==> src/icc_pkg.sv <==
// constants shared by the input capture channel bank
package icc_pkg;

    // ********************
    // sizes
    // ********************
    localparam int          NUM_CH       = 8;
    localparam int          DEPTH        = 4;
    localparam int          DATA_W       = 16;
    localparam int          ADDR_W       = 6;
    localparam int          CNT_W        = 3;

    // ********************
    // register offsets (word index on the register port)
    // ********************
    localparam logic [5:0]  ADDR_CTRL_BASE = 6'h00;
    localparam logic [5:0]  ADDR_BUF_BASE  = 6'h08;
    localparam logic [5:0]  ADDR_FLAG      = 6'h10;
    localparam logic [5:0]  ADDR_ENABLE    = 6'h11;

    // ********************
    // control register fields
    // ********************
    localparam int          CTRL_SIDL_BIT = 13;
    localparam int          CTRL_TMR_BIT  = 7;
    localparam int          CTRL_ICI_HI   = 6;
    localparam int          CTRL_ICI_LO   = 5;
    localparam int          CTRL_OV_BIT   = 4;
    localparam int          CTRL_BNE_BIT  = 3;
    localparam int          CTRL_MODE_HI  = 2;

    // ********************
    // capture modes
    // ********************
    localparam logic [2:0]  MODE_OFF        = 3'h0;
    localparam logic [2:0]  MODE_EVERY_EDGE = 3'h1;
    localparam logic [2:0]  MODE_FALL       = 3'h2;
    localparam logic [2:0]  MODE_RISE       = 3'h3;
    localparam logic [2:0]  MODE_RISE4      = 3'h4;
    localparam logic [2:0]  MODE_RISE16     = 3'h5;
    localparam logic [2:0]  MODE_INT_ONLY   = 3'h7;

    // ********************
    // counts and reset values
    // ********************
    localparam logic [3:0]  PRE4_LAST       = 4'h3;
    localparam logic [3:0]  PRE16_LAST      = 4'hF;
    localparam logic [2:0]  FIFO_FULL       = 3'h4;
    localparam logic        TMR_SEL_RESET   = 1'h1;
    localparam logic [2:0]  MODE_RESET      = 3'h0;
    localparam logic [1:0]  ICI_RESET       = 2'h0;

endpackage

==> src/icc_capture_top.sv <==
// eight-channel input capture bank with per-channel four-word timestamp fifos
//
// Chosen here: the register offsets and strobed register access.
`timescale 1ns/100ps
module icc_capture_top (
    // clock and reset
    input  wire logic                       clock_i,
    input  wire logic                       srst_i,
    // register port
    input  wire logic [icc_pkg::ADDR_W-1:0] addr_i,
    input  wire logic [icc_pkg::DATA_W-1:0] wdata_i,
    input  wire logic                       wr_i,
    input  wire logic                       rd_i,
    output logic      [icc_pkg::DATA_W-1:0] rdata_o,
    // capture inputs and time bases
    input  wire logic [icc_pkg::NUM_CH-1:0] capture_pin_i,
    input  wire logic [icc_pkg::DATA_W-1:0] timer2_count_i,
    input  wire logic [icc_pkg::DATA_W-1:0] timer3_count_i,
    // power state
    input  wire logic                       sleep_i,
    input  wire logic                       idle_i,
    // interrupt and wake
    output logic                            irq_o,
    output logic                            wake_o
);

    localparam int N = icc_pkg::NUM_CH;

    // ********************
    // storage
    // ********************
    logic [icc_pkg::DATA_W-1:0] fifo                       [N][icc_pkg::DEPTH];
    logic [icc_pkg::CNT_W-1:0]  fill                       [N];
    logic [2:0]                 capture_mode_field         [N];
    logic [1:0]                 interrupt_event_count      [N];
    logic [1:0]                 event_tally                [N];
    logic [3:0]                 prescale                   [N];
    logic [N-1:0]               capture_timer_select;
    logic [N-1:0]               stop_in_idle_bit;
    logic [N-1:0]               capture_overflow_flag;
    logic [N-1:0]               lock;
    logic [N-1:0]               pin_prev;
    logic [N-1:0]               interrupt_flag_register;
    logic [N-1:0]               capture_channel_irq_enable;

    // ********************
    // per-channel event decode
    // ********************
    logic [N-1:0] rise;
    logic [N-1:0] fall;
    logic [N-1:0] edge_hit;
    logic [N-1:0] capture_ev;
    logic [N-1:0] int_only_hit;
    logic [N-1:0] store;
    logic [N-1:0] ovf_set;
    logic [N-1:0] flag_set;
    logic [N-1:0] pop;
    logic [N-1:0] ctrl_wr;
    logic [N-1:0] capture_buffer_not_empty;
    logic [N-1:0] next_wake;
    logic         flag_rd;

    function automatic logic mode_edge(input logic [2:0] mode, input logic r, input logic f);
        case (mode)
            icc_pkg::MODE_EVERY_EDGE: mode_edge = r | f;
            icc_pkg::MODE_FALL:       mode_edge = f;
            icc_pkg::MODE_RISE,
            icc_pkg::MODE_RISE4,
            icc_pkg::MODE_RISE16,
            icc_pkg::MODE_INT_ONLY:   mode_edge = r;
            default:                  mode_edge = 1'b0;
        endcase
    endfunction

    function automatic logic prescale_ok(input logic [2:0] mode, input logic [3:0] cnt);
        case (mode)
            icc_pkg::MODE_RISE4:  prescale_ok = (cnt[1:0] == icc_pkg::PRE4_LAST[1:0]);
            icc_pkg::MODE_RISE16: prescale_ok = (cnt == icc_pkg::PRE16_LAST);
            default:              prescale_ok = 1'b1;
        endcase
    endfunction

    assign flag_rd = rd_i && (addr_i == icc_pkg::ADDR_FLAG);

    always_comb begin
        for (int c = 0; c < N; c++) begin
            rise[c]     = capture_pin_i[c] & ~pin_prev[c];
            fall[c]     = ~capture_pin_i[c] & pin_prev[c];
            edge_hit[c] = mode_edge(capture_mode_field[c], rise[c], fall[c]);
            // sleep or idle in mode 111: interrupt source only
            int_only_hit[c] = (sleep_i || idle_i) && rise[c]
                              && (capture_mode_field[c] == icc_pkg::MODE_INT_ONLY);
            // idle keeps full capture unless stop-in-idle is set
            capture_ev[c] = edge_hit[c] && !sleep_i && !(idle_i && stop_in_idle_bit[c])
                            && !int_only_hit[c]
                            && prescale_ok(capture_mode_field[c], prescale[c]);
            // locked channel drops events until emptied
            store[c]   = capture_ev[c] && !lock[c] && (fill[c] < icc_pkg::FIFO_FULL);
            // full buffer raises overflow except in mode 001
            ovf_set[c] = capture_ev[c] && !lock[c] && (fill[c] == icc_pkg::FIFO_FULL)
                         && (capture_mode_field[c] != icc_pkg::MODE_EVERY_EDGE);
            // flag per edge in 001, else after counted events
            flag_set[c] = int_only_hit[c]
                          || (capture_ev[c]
                              && (capture_mode_field[c] == icc_pkg::MODE_EVERY_EDGE))
                          || (store[c] && (event_tally[c] == interrupt_event_count[c]));
            // wake regardless of timer state when enabled
            next_wake[c] = int_only_hit[c] && capture_channel_irq_enable[c];
            pop[c]     = rd_i && (addr_i == (icc_pkg::ADDR_BUF_BASE | 6'(c)));
            ctrl_wr[c] = wr_i && (addr_i == (icc_pkg::ADDR_CTRL_BASE | 6'(c)));
            // not empty while any word is held
            capture_buffer_not_empty[c] = (fill[c] != 3'h0);
        end
    end

    // ********************
    // edge history and prescalers
    // ********************
    always_ff @(posedge clock_i) begin
        if (srst_i) begin
            pin_prev <= '0;
        end else begin
            pin_prev <= capture_pin_i;
        end
    end

    always_ff @(posedge clock_i) begin
        for (int c = 0; c < N; c++) begin
            if (srst_i || ctrl_wr[c]) begin
                prescale[c] <= 4'h0;
            end else if (edge_hit[c] && !sleep_i && !(idle_i && stop_in_idle_bit[c])) begin
                prescale[c] <= prescale[c] + 4'h1;
            end
        end
    end

    // ********************
    // control registers
    // ********************
    always_ff @(posedge clock_i) begin
        for (int c = 0; c < N; c++) begin
            if (srst_i) begin
                capture_mode_field[c]    <= icc_pkg::MODE_RESET;
                interrupt_event_count[c] <= icc_pkg::ICI_RESET;
                capture_timer_select[c]  <= icc_pkg::TMR_SEL_RESET;
                stop_in_idle_bit[c]      <= 1'b0;
            end else if (ctrl_wr[c]) begin
                capture_mode_field[c]    <= wdata_i[icc_pkg::CTRL_MODE_HI:0];
                interrupt_event_count[c] <= wdata_i[icc_pkg::CTRL_ICI_HI:icc_pkg::CTRL_ICI_LO];
                capture_timer_select[c]  <= wdata_i[icc_pkg::CTRL_TMR_BIT];
                stop_in_idle_bit[c]      <= wdata_i[icc_pkg::CTRL_SIDL_BIT];
            end
        end
    end

    // ********************
    // overflow, lock and event tally
    // ********************
    always_ff @(posedge clock_i) begin
        for (int c = 0; c < N; c++) begin
            if (srst_i) begin
                capture_overflow_flag[c] <= 1'b0;
            end else if (ovf_set[c]) begin
                capture_overflow_flag[c] <= 1'b1;
            end else if (ctrl_wr[c] && !wdata_i[icc_pkg::CTRL_OV_BIT]) begin
                capture_overflow_flag[c] <= 1'b0;
            end
        end
    end

    always_ff @(posedge clock_i) begin
        for (int c = 0; c < N; c++) begin
            if (srst_i) begin
                lock[c] <= 1'b0;
            end else if (ovf_set[c]) begin
                lock[c] <= 1'b1;
            end else if (fill[c] == 3'h0) begin
                lock[c] <= 1'b0;
            end
        end
    end

    always_ff @(posedge clock_i) begin
        for (int c = 0; c < N; c++) begin
            if (srst_i || ctrl_wr[c]) begin
                event_tally[c] <= 2'h0;
            end else if (store[c] && capture_mode_field[c] != icc_pkg::MODE_EVERY_EDGE) begin
                event_tally[c] <= (event_tally[c] == interrupt_event_count[c])
                                  ? 2'h0 : event_tally[c] + 2'h1;
            end
        end
    end

    // ********************
    // capture fifos
    // ********************
    always_ff @(posedge clock_i) begin
        for (int c = 0; c < N; c++) begin
            if (srst_i) begin
                fill[c] <= 3'h0;
            end else begin
                fill[c] <= fill[c] + {2'h0, store[c]}
                           - {2'h0, pop[c] && capture_buffer_not_empty[c]};
            end
        end
    end

    always_ff @(posedge clock_i) begin
        for (int c = 0; c < N; c++) begin
            if (srst_i) begin
                for (int i = 0; i < icc_pkg::DEPTH; i++) begin
                    fifo[c][i] <= '0;
                end
            end else begin
                // oldest word out, remainder shifts toward head
                if (pop[c] && capture_buffer_not_empty[c]) begin
                    for (int i = 0; i < icc_pkg::DEPTH - 1; i++) begin
                        fifo[c][i] <= fifo[c][i+1];
                    end
                end
                if (store[c]) begin
                    fifo[c][(pop[c] && capture_buffer_not_empty[c]) ? fill[c][1:0] - 2'h1
                                                                    : fill[c][1:0]]
                        <= capture_timer_select[c] ? timer3_count_i : timer2_count_i;
                end
            end
        end
    end

    // ********************
    // interrupt flags, enables, wake
    // ********************
    always_ff @(posedge clock_i) begin
        if (srst_i) begin
            interrupt_flag_register <= '0;
        end else begin
            // set wins over clear-on-read
            interrupt_flag_register <= (flag_rd ? '0 : interrupt_flag_register) | flag_set;
        end
    end

    always_ff @(posedge clock_i) begin
        if (srst_i) begin
            capture_channel_irq_enable <= '0;
        end else if (wr_i && addr_i == icc_pkg::ADDR_ENABLE) begin
            capture_channel_irq_enable <= wdata_i[N-1:0];
        end
    end

    assign irq_o = |(interrupt_flag_register & capture_channel_irq_enable);

    always_ff @(posedge clock_i) begin
        if (srst_i) begin
            wake_o <= 1'b0;
        end else begin
            wake_o <= |next_wake;
        end
    end

    // ********************
    // read data
    // ********************
    always_ff @(posedge clock_i) begin
        if (srst_i || !rd_i) begin
            rdata_o <= '0;
        end else if (addr_i == icc_pkg::ADDR_FLAG) begin
            rdata_o <= {8'h00, interrupt_flag_register};
        end else if (addr_i == icc_pkg::ADDR_ENABLE) begin
            rdata_o <= {8'h00, capture_channel_irq_enable};
        end else if (addr_i[5:3] == icc_pkg::ADDR_BUF_BASE[5:3]) begin
            rdata_o <= fifo[addr_i[2:0]][0];
        end else if (addr_i[5:3] == icc_pkg::ADDR_CTRL_BASE[5:3]) begin
            rdata_o <= {2'h0, stop_in_idle_bit[addr_i[2:0]], 5'h00,
                        capture_timer_select[addr_i[2:0]],
                        interrupt_event_count[addr_i[2:0]],
                        capture_overflow_flag[addr_i[2:0]],
                        capture_buffer_not_empty[addr_i[2:0]],
                        capture_mode_field[addr_i[2:0]]};
        end else begin
            rdata_o <= '0;
        end
    end

    // ********************
    // checks
    // ********************
    property p_fill_max;
        @(posedge clock_i) disable iff (srst_i) fill[0] <= icc_pkg::FIFO_FULL;
    endproperty
    a_fill_max: assert property (p_fill_max) else $error("fifo fill above four");

    property p_bne_first;
        @(posedge clock_i) disable iff (srst_i)
            (store[0] && fill[0] == 3'h0) |=> capture_buffer_not_empty[0];
    endproperty
    a_bne_first: assert property (p_bne_first) else $error("not-empty missing");

    property p_shift;
        @(posedge clock_i) disable iff (srst_i)
            (pop[0] && fill[0] >= 3'h2) |=> fifo[0][0] == $past(fifo[0][1]);
    endproperty
    a_shift: assert property (p_shift) else $error("fifo did not shift");

    property p_overflow;
        @(posedge clock_i) disable iff (srst_i)
            ovf_set[0] |=> capture_overflow_flag[0] && fill[0] == $past(fill[0]) - {2'h0, $past(pop[0])};
    endproperty
    a_overflow: assert property (p_overflow) else $error("overflow mishandled");

    property p_lock;
        @(posedge clock_i) disable iff (srst_i) (lock[0] && fill[0] != 3'h0) |-> !store[0];
    endproperty
    a_lock: assert property (p_lock) else $error("capture while locked");

    property p_every_edge;
        @(posedge clock_i) disable iff (srst_i)
            (capture_ev[0] && capture_mode_field[0] == icc_pkg::MODE_EVERY_EDGE && !flag_rd)
            |=> interrupt_flag_register[0];
    endproperty
    a_every_edge: assert property (p_every_edge) else $error("edge flag missing");

    property p_no_ovf_001;
        @(posedge clock_i) disable iff (srst_i)
            (capture_mode_field[0] == icc_pkg::MODE_EVERY_EDGE && !capture_overflow_flag[0])
            |=> !capture_overflow_flag[0];
    endproperty
    a_no_ovf_001: assert property (p_no_ovf_001) else $error("overflow in mode 001");

    property p_wake;
        @(posedge clock_i) disable iff (srst_i)
            (sleep_i && rise[0] && capture_channel_irq_enable[0]
             && capture_mode_field[0] == icc_pkg::MODE_INT_ONLY) |=> wake_o;
    endproperty
    a_wake: assert property (p_wake) else $error("wake missing");

    property p_sleep_nostore;
        @(posedge clock_i) disable iff (srst_i)
            $past(sleep_i) |-> fill[0] <= $past(fill[0]) || $past(srst_i);
    endproperty
    a_sleep_nostore: assert property (p_sleep_nostore) else $error("store in sleep");

    property p_stamp;
        @(posedge clock_i) disable iff (srst_i)
            (store[0] && fill[0] == 3'h0 && capture_timer_select[0])
            |=> fifo[0][0] == $past(timer3_count_i);
    endproperty
    a_stamp: assert property (p_stamp) else $error("wrong timestamp");

    property p_irq;
        @(posedge clock_i) disable iff (srst_i)
            (flag_set[0] && capture_channel_irq_enable[0]
             && !(wr_i && addr_i == icc_pkg::ADDR_ENABLE)) |=> irq_o;
    endproperty
    a_irq: assert property (p_irq) else $error("irq missing for enabled flag");

endmodule

==> config.mk <==
export PLATFORM = sky130hd
export DESIGN_NAME = icc_capture_top
export DESIGN_NICKNAME = d
export VERILOG_FILES = /design/src/icc_pkg.sv /design/src/icc_capture_top.sv
export SDC_FILE = /design/constraint.sdc
export NUM_CORES = 1
export LEC_CHECK = 0
export BUFFER_PORTS_ARGS = -buffer_cell sky130_fd_sc_hd__buf_4
export CAP_MARGIN = 40
export CORE_ASPECT_RATIO = 1.25
export CORE_MARGIN = 3
export CORE_UTILIZATION = 60
export DETAILED_ROUTE_END_ITERATION = 8
export PLACE_DENSITY = 0.78
export SETUP_SLACK_MARGIN = 0.5
export SLEW_MARGIN = 20
export SYNTH_ARGS = -nofsm -noshare
export SYNTH_HDL_FRONTEND = slang
export SYNTH_SLANG_ARGS = --single-unit
==> constraint.sdc <==
create_clock -name clock_i -period 4.15 [get_ports clock_i]
set_input_delay 0.2075 -clock clock_i [delete_from_list [all_inputs] [get_ports clock_i]]
set_output_delay 0.2075 -clock clock_i [all_outputs]
set_load 0.02 [all_outputs]
# ---- Word level (Yosys, flattened, before mapping)
# Memories as Yosys holds them, arrays and structs flattened.
# Index checks and enable logic that the tools add are counted.
# W data, S select, Z words.
dict set report op_classes {
  add_sub_neg 40
  n_lt_le_gt_ge 25
  n_eq_ne 106
  mux 816
  bitwise 626
  n_reduce_logical 260
}
# op count
set ops {}
lappend ops {{$mux W1} 679}
lappend ops {{$mux W16} 41}
lappend ops {{$or A1 B1 Y1} 584}
lappend ops {{$mux W64} 8}
lappend ops {{$demux W16 S2} 8}
lappend ops {{$logic_and A1 B1 Y1} 162}
lappend ops {{$eq A3 B3 Y1 const B} 32}
lappend ops {{$mux W2} 32}
lappend ops {{$eq A3 B2 Y1 const B} 16}
lappend ops {{$eq A6 B4 Y1 const B} 8}
lappend ops {{$mux W3} 16}
lappend ops {{$add A4 B1 Y4 const B} 8}
lappend ops {{$eq A4 B4 Y1 const B} 8}
lappend ops {{$mux W4} 8}
lappend ops {{$reduce_bool A2 Y1} 16}
lappend ops {{$reduce_or A4 Y1} 8}
lappend ops {{$eq A3 B1 Y1 const B} 9}
lappend ops {{$logic_not A1 Y1} 27}
lappend ops {{$logic_not A3 Y1} 9}
lappend ops {{$logic_or A1 B1 Y1} 26}
lappend ops {{$add A3 B1 Y3} 8}
lappend ops {{$eq A6 B3 Y1 const B} 4}
lappend ops {{$ge A3 B3 Y1 const B} 8}
lappend ops {{$lt A3 B1 Y1 const B} 8}
lappend ops {{other kinds (25)} 140}
dict set report totals {
  ff_bits 73
  ram_bits 624
  in_bits 68
  out_inout_bits 18
  elab_cells 1917
  mem_count 6
}
# name depth width rd rd_ports_with_merged_regs write_ports line
set memory_table {}
lappend memory_table {fifo 8 64 9 0 8 icc_capture_top.sv:32} ;# logic [icc_pkg::DATA_W-1:0] fifo [N][icc_pkg::DEPTH];
lappend memory_table {prescale 8 4 8 0 8 icc_capture_top.sv:37} ;# logic [3:0] prescale [N];
lappend memory_table {capture_mode_field 8 3 9 0 8 icc_capture_top.sv:34} ;# logic [2:0] capture_mode_field [N];
lappend memory_table {fill 8 3 8 0 8 icc_capture_top.sv:33} ;# logic [icc_pkg::CNT_W-1:0] fill [N];
lappend memory_table {event_tally 8 2 8 0 8 icc_capture_top.sv:36} ;# logic [1:0] event_tally [N];
lappend memory_table {interrupt_event_count 8 2 9 0 8 icc_capture_top.sv:35} ;# logic [1:0] interrupt_event_count [N];

# ---- Depth between registers and ports, before layout
dict set report depth {
  depth_word 15
  depth_mapped 13
  ltp_nobuf 12
}

# ---- Worst setup path before layout
# No wires, ideal clock.
dict set report synth_path {
  path_type {input port to flip-flop}
  from {in addr_i[0] (netlist bit)}
  to {mem fifo[4][0] (netlist bit) (enable)}
  setup_ns 0.372
  arrival_time_ns 2.715
  required_ns 3.778
  setup_slack_ns 1.064
  cell_stages 9
  path_buffers 3
  path_cell_list {buf_6 or4_4 buf_6 nor3_4 ha_1 nor4_1 nand4_1 buf_2 nand2_1}
}
# element line
set synth_rtl {}
lappend synth_rtl {{from (decl)} icc_capture_top.sv:10} ;# input wire logic [icc_pkg::ADDR_W-1:0] addr_i,
lappend synth_rtl {{to (decl)} icc_capture_top.sv:32}

==> flow_summary_export.csv <==
group,metric,value,unit
outcome,status,"finished, final reports clean",
finish,design_area,38550,um^2
setup_path,slowest_stage,"nand2_1",
power,switching_power,3.624,mW
min_path,worstHoldPathType,"in -> reg",
logic_synthesis,synth_area,34740,um^2
global_routing,track_usage,0.3067,
logic_synthesis,synthDominantCellAreaShare,0.5187,
die,num_rows,98,
power,swShare,0.2307,
logic_synthesis,ys_seq_elements,697,
logic_synthesis,yosysTopAreaCell,"edfxtp_1",
logic_synthesis,synthTopCellsByCount,"edfxtp_1, mux2i_1, nand2_1, nor2_1, dfxtp_1",
detailed_routing,drt-initial-drc-count,2669,
placed_design,place.detailed.hpwl,65.34,mm
die,chipWidth,221.2,um
clocking,htreeDepth,3,
global_routing,grt-ovfl-total,0,
detailed_routing,dr.pass1.iters,6,
logic_synthesis,ys_async_sr_fraction,0,
setup_path,critical-path-top-delay-family,"simple AND/OR/NAND/NOR gates",
sta,drv_slew,0,
power,seqPwrFrac,0.513,
setup_path,crit_start,"fill[1][10]$_SDFF_PP0_",
die,start_util,0.6066,
setup_path,end_kind,"flop",
placed_design,port-buffer-count,78,
sta,fmax,0.2956,GHz
sta,period_share,0.8152,
logic_synthesis,yosysWarnings,0,
setup_path,crit_chain,"inv_1 > ha_1 > nor2b_1 > nor3_1 > ha_1 > nor4_1 > nand4_1 > nand2_1",
setup_path,rr_endpoint,"fifo[7][9]$_DFFE_PP_",
sta,worstMarginPinSlew,828.2,ps
global_routing,grt_max_degree,60,
power,p_int,12.08,mW
logic_synthesis,ys.flop_type,"edfxtp_1",
clocking,cts_setup_buffers,0,
setup_path,crit_top_cell,"ha_1",
setup_path,slowest_delay,660,ps
setup_path,path_class,"reg -> reg",
sta,tns,0,ps
setup_path,cp.arrival,3610,ps
clocking,cts_resized,0,
die,ios,86,
sta,rsz0062_at_grt,"false",
clocking,cts_tree,"built",
logic_synthesis,synthCells,2817,
detailed_routing,drc,0,
die,core_area,57260,um^2
finish,final_cells,3678,
detailed_routing,vias_per_cell,6.431,
sta,hold_violations,0,
setup_path,endpoint,"fifo[7][9]$_DFFE_PP_",
setup_path,required,4380,ps
power,power_density,407.4,nW/um^2
die,die_area,60840,um^2
detailed_routing,wl_per_cell,25.77,um
clocking,clk_latency,610,ps
clocking,path_clk_slew,70,ps
clocking,cts_root_buffer,"clkbuf_16",
placed_design,dp_cells,3525,
power,cellLeakagePower,17.35,nW
logic_synthesis,synth_edf_count,600,
setup_path,ff2ff_path_depth,8,
logic_synthesis,syn_area_per_cell,12.33,um^2
setup_path,critPathBufInv,1,
detailed_routing,ant_nets,0,
logic_synthesis,synth.most_common_cell,"edfxtp_1",
logic_synthesis,yosysUniqueCellTypes,58,
setup_path,worstReg2RegStart,"fill[1][10]$_SDFF_PP0_",
clocking,numCtsBuffers,70,
power,total_power,15.71,mW
placed_design,postPlaceCellArea,35960,um^2
sta,relSlewSlack,0.4471,
placed_design,place.gp.congestion,0.9713,
global_routing,first_global_vias,23564,
setup_path,worst-path-stages,8,
setup_path,cp-start-kind,"flop",
logic_synthesis,ys_seq_area_frac,0.5746,
sta,finClkSkew,15.89,ps
finish,layout-drive-gt1-share,0.1207,
finish,syn_to_final_growth,10.98,%
global_routing,grt_pass1_wl,141.1,mm
global_routing,antenna_found_initial,6,
clocking,cts_buffer_depth,3,
setup_path,ff2ff_setup_slack,770,ps
sta,post-route-min-period,3383,ps
logic_synthesis,synth_fp_nets,2941,
die,die_h,275.0,um
power,comb_power_share,0.073,
clocking,cts_sinks,697,
job,cap_violations,0,
sta,setup_viol,0,
logic_synthesis,ys_top_cells_by_area,"edfxtp_1, mux2i_1, dfxtp_1",
power,p_clk_frac,0.415,
finish,nets,2993,
setup_path,path_max_fanout,16,
detailed_routing,vias,23653,
power,max-vdd-ir-drop,322.0,uV
detailed_routing,wl,94.79,mm
[metrics by stage]
| step | worst slack (ps) | utilization | hold WS (ps) |
|---|---|---|---|
| floorplan | 1064 | - | 336.1 |
| global placement | 785.3 | 0.6263 | 437.8 |
| detailed placement | 701.7 | 0.6279 | 450.0 |
| CTS | 806.9 | 0.6717 | 21.94 |
| global route | 500.5 | 0.6731 | 61.55 |
| finish | 766.9 | 0.6732 | 43.72 |
[power groups by stage]
stage	logic (mW)	registers, mW	clock network, mW
after floorplan	0.685	8.12	0
after global placement	1.05	8.19	0
after detailed placement	1.09	8.20	0
after CTS	1.11	8.05	6.57
after global routing	1.20	8.08	6.84
final	1.14	8.06	6.51
[routing by layer]
| metal | vias to the layer above | track usage | share of wire |
|---|---|---|---|
| met5 | - | 0 | 0.00039 |
| li1 | 10336 | - | - |
| met4 | 6 | 0.1771 | 0.063 |
| met1 | 11692 | 0.3813 | 0.36 |
| met3 | 307 | 0.05646 | 0.093 |
| met2 | 1312 | 0.5086 | 0.48 |
[final cells by class]
type	count	area, um^2
Tap cell	750	938.4
Inverter	75	281.5
Timing Repair Buffer	176	1469
Fill cell	3990	18710
Multi-Input combinational cell	1849	13560
Clock inverter	43	444.2
Antenna cell	4	10.01
Clock buffer	84	1889
Sequential cell	697	19960
[flip-flops by register name (all words and copies together) (netlist names)]
signal                      flops
prescale                       32
fill                           24
lock                            8
capture_channel_irq_enable      8
fifo                          512
capture_mode_field             24
event_tally                    16
rdata_o                        16
wake_o                          1
pin_prev                        8
interrupt_event_count          16
interrupt_flag_register         8
capture_overflow_flag           8
capture_timer_select            8
stop_in_idle_bit                8
[repair_timing]
item,CTS,global route
hold buffers,17,0
endpoints found under the setup margin,0,0
hold endpoints to repair,32,0
[worst min-delay path by stage]
stage / start / to / slack [ps] / cells after the start
floorplan: capture_pin_i[4] / pin_prev[4]$_SDFF_PP0_ / 340 / 2
global placement: capture_pin_i[4] / pin_prev[4]$_SDFF_PP0_ / 440 / 3
detailed placement: wdata_i[3] / capture_channel_irq_enable[3]$_SDFFE_PP0P_ / 450 / 3
CTS: srst_i / fill[1][2]$_SDFF_PP0_ / 20 / 2
global route: srst_i / stop_in_idle_bit[5]$_SDFFE_PP0P_ / 60 / 2
finish: srst_i / fill[1][2]$_SDFF_PP0_ / 40 / 2
[logic make-up (layout without fill, tap and decap cells)]
kind of cell | after synthesis | after routing | share of synthesized area
and+or+nand+nor | 989 | 989 | 0.1293
DFF | 697 | 697 | 0.5746
muxes | 623 | 623 | 0.1975
buffers and inverters | 271 | 378 | 0.03649
AOI/OAI and AO/OA | 125 | 125 | 0.02612
adders and majority gates | 56 | 56 | 0.02190
xor gates and xnor gates | 56 | 56 | 0.01412
other | 0 | 4 | 0
[worst register-to-register path, cell delays in order (launching register included)]
cell and delay (ps):
dfxtp_1 390, inv_1 90, ha_1 200, nor2b_1 170, nor3_1 500, ha_1 360, nor4_1 330, nand4_1 300
nand2_1 660
[cells in the final DEF, fill, tap and decap left out, types with 32 or more instances in the layout]
cell | Yosys | routed
mux2i_1 | 567 | 567
dfxtp_1 | 97 | 94
edfxtp_1 | 600 | 600
buf_4 | 14 | 148
ha_1 | 48 | 48
clkbuf_16 | 0 | 74
nand4_1 | 59 | 59
mux4_2 | 48 | 48
inv_1 | 74 | 73
nor2_1 | 241 | 241
and3_1 | 32 | 32
and2_1 | 46 | 46
nand2_1 | 461 | 461
Note: power is estimated with default switching activity, not from simulation.
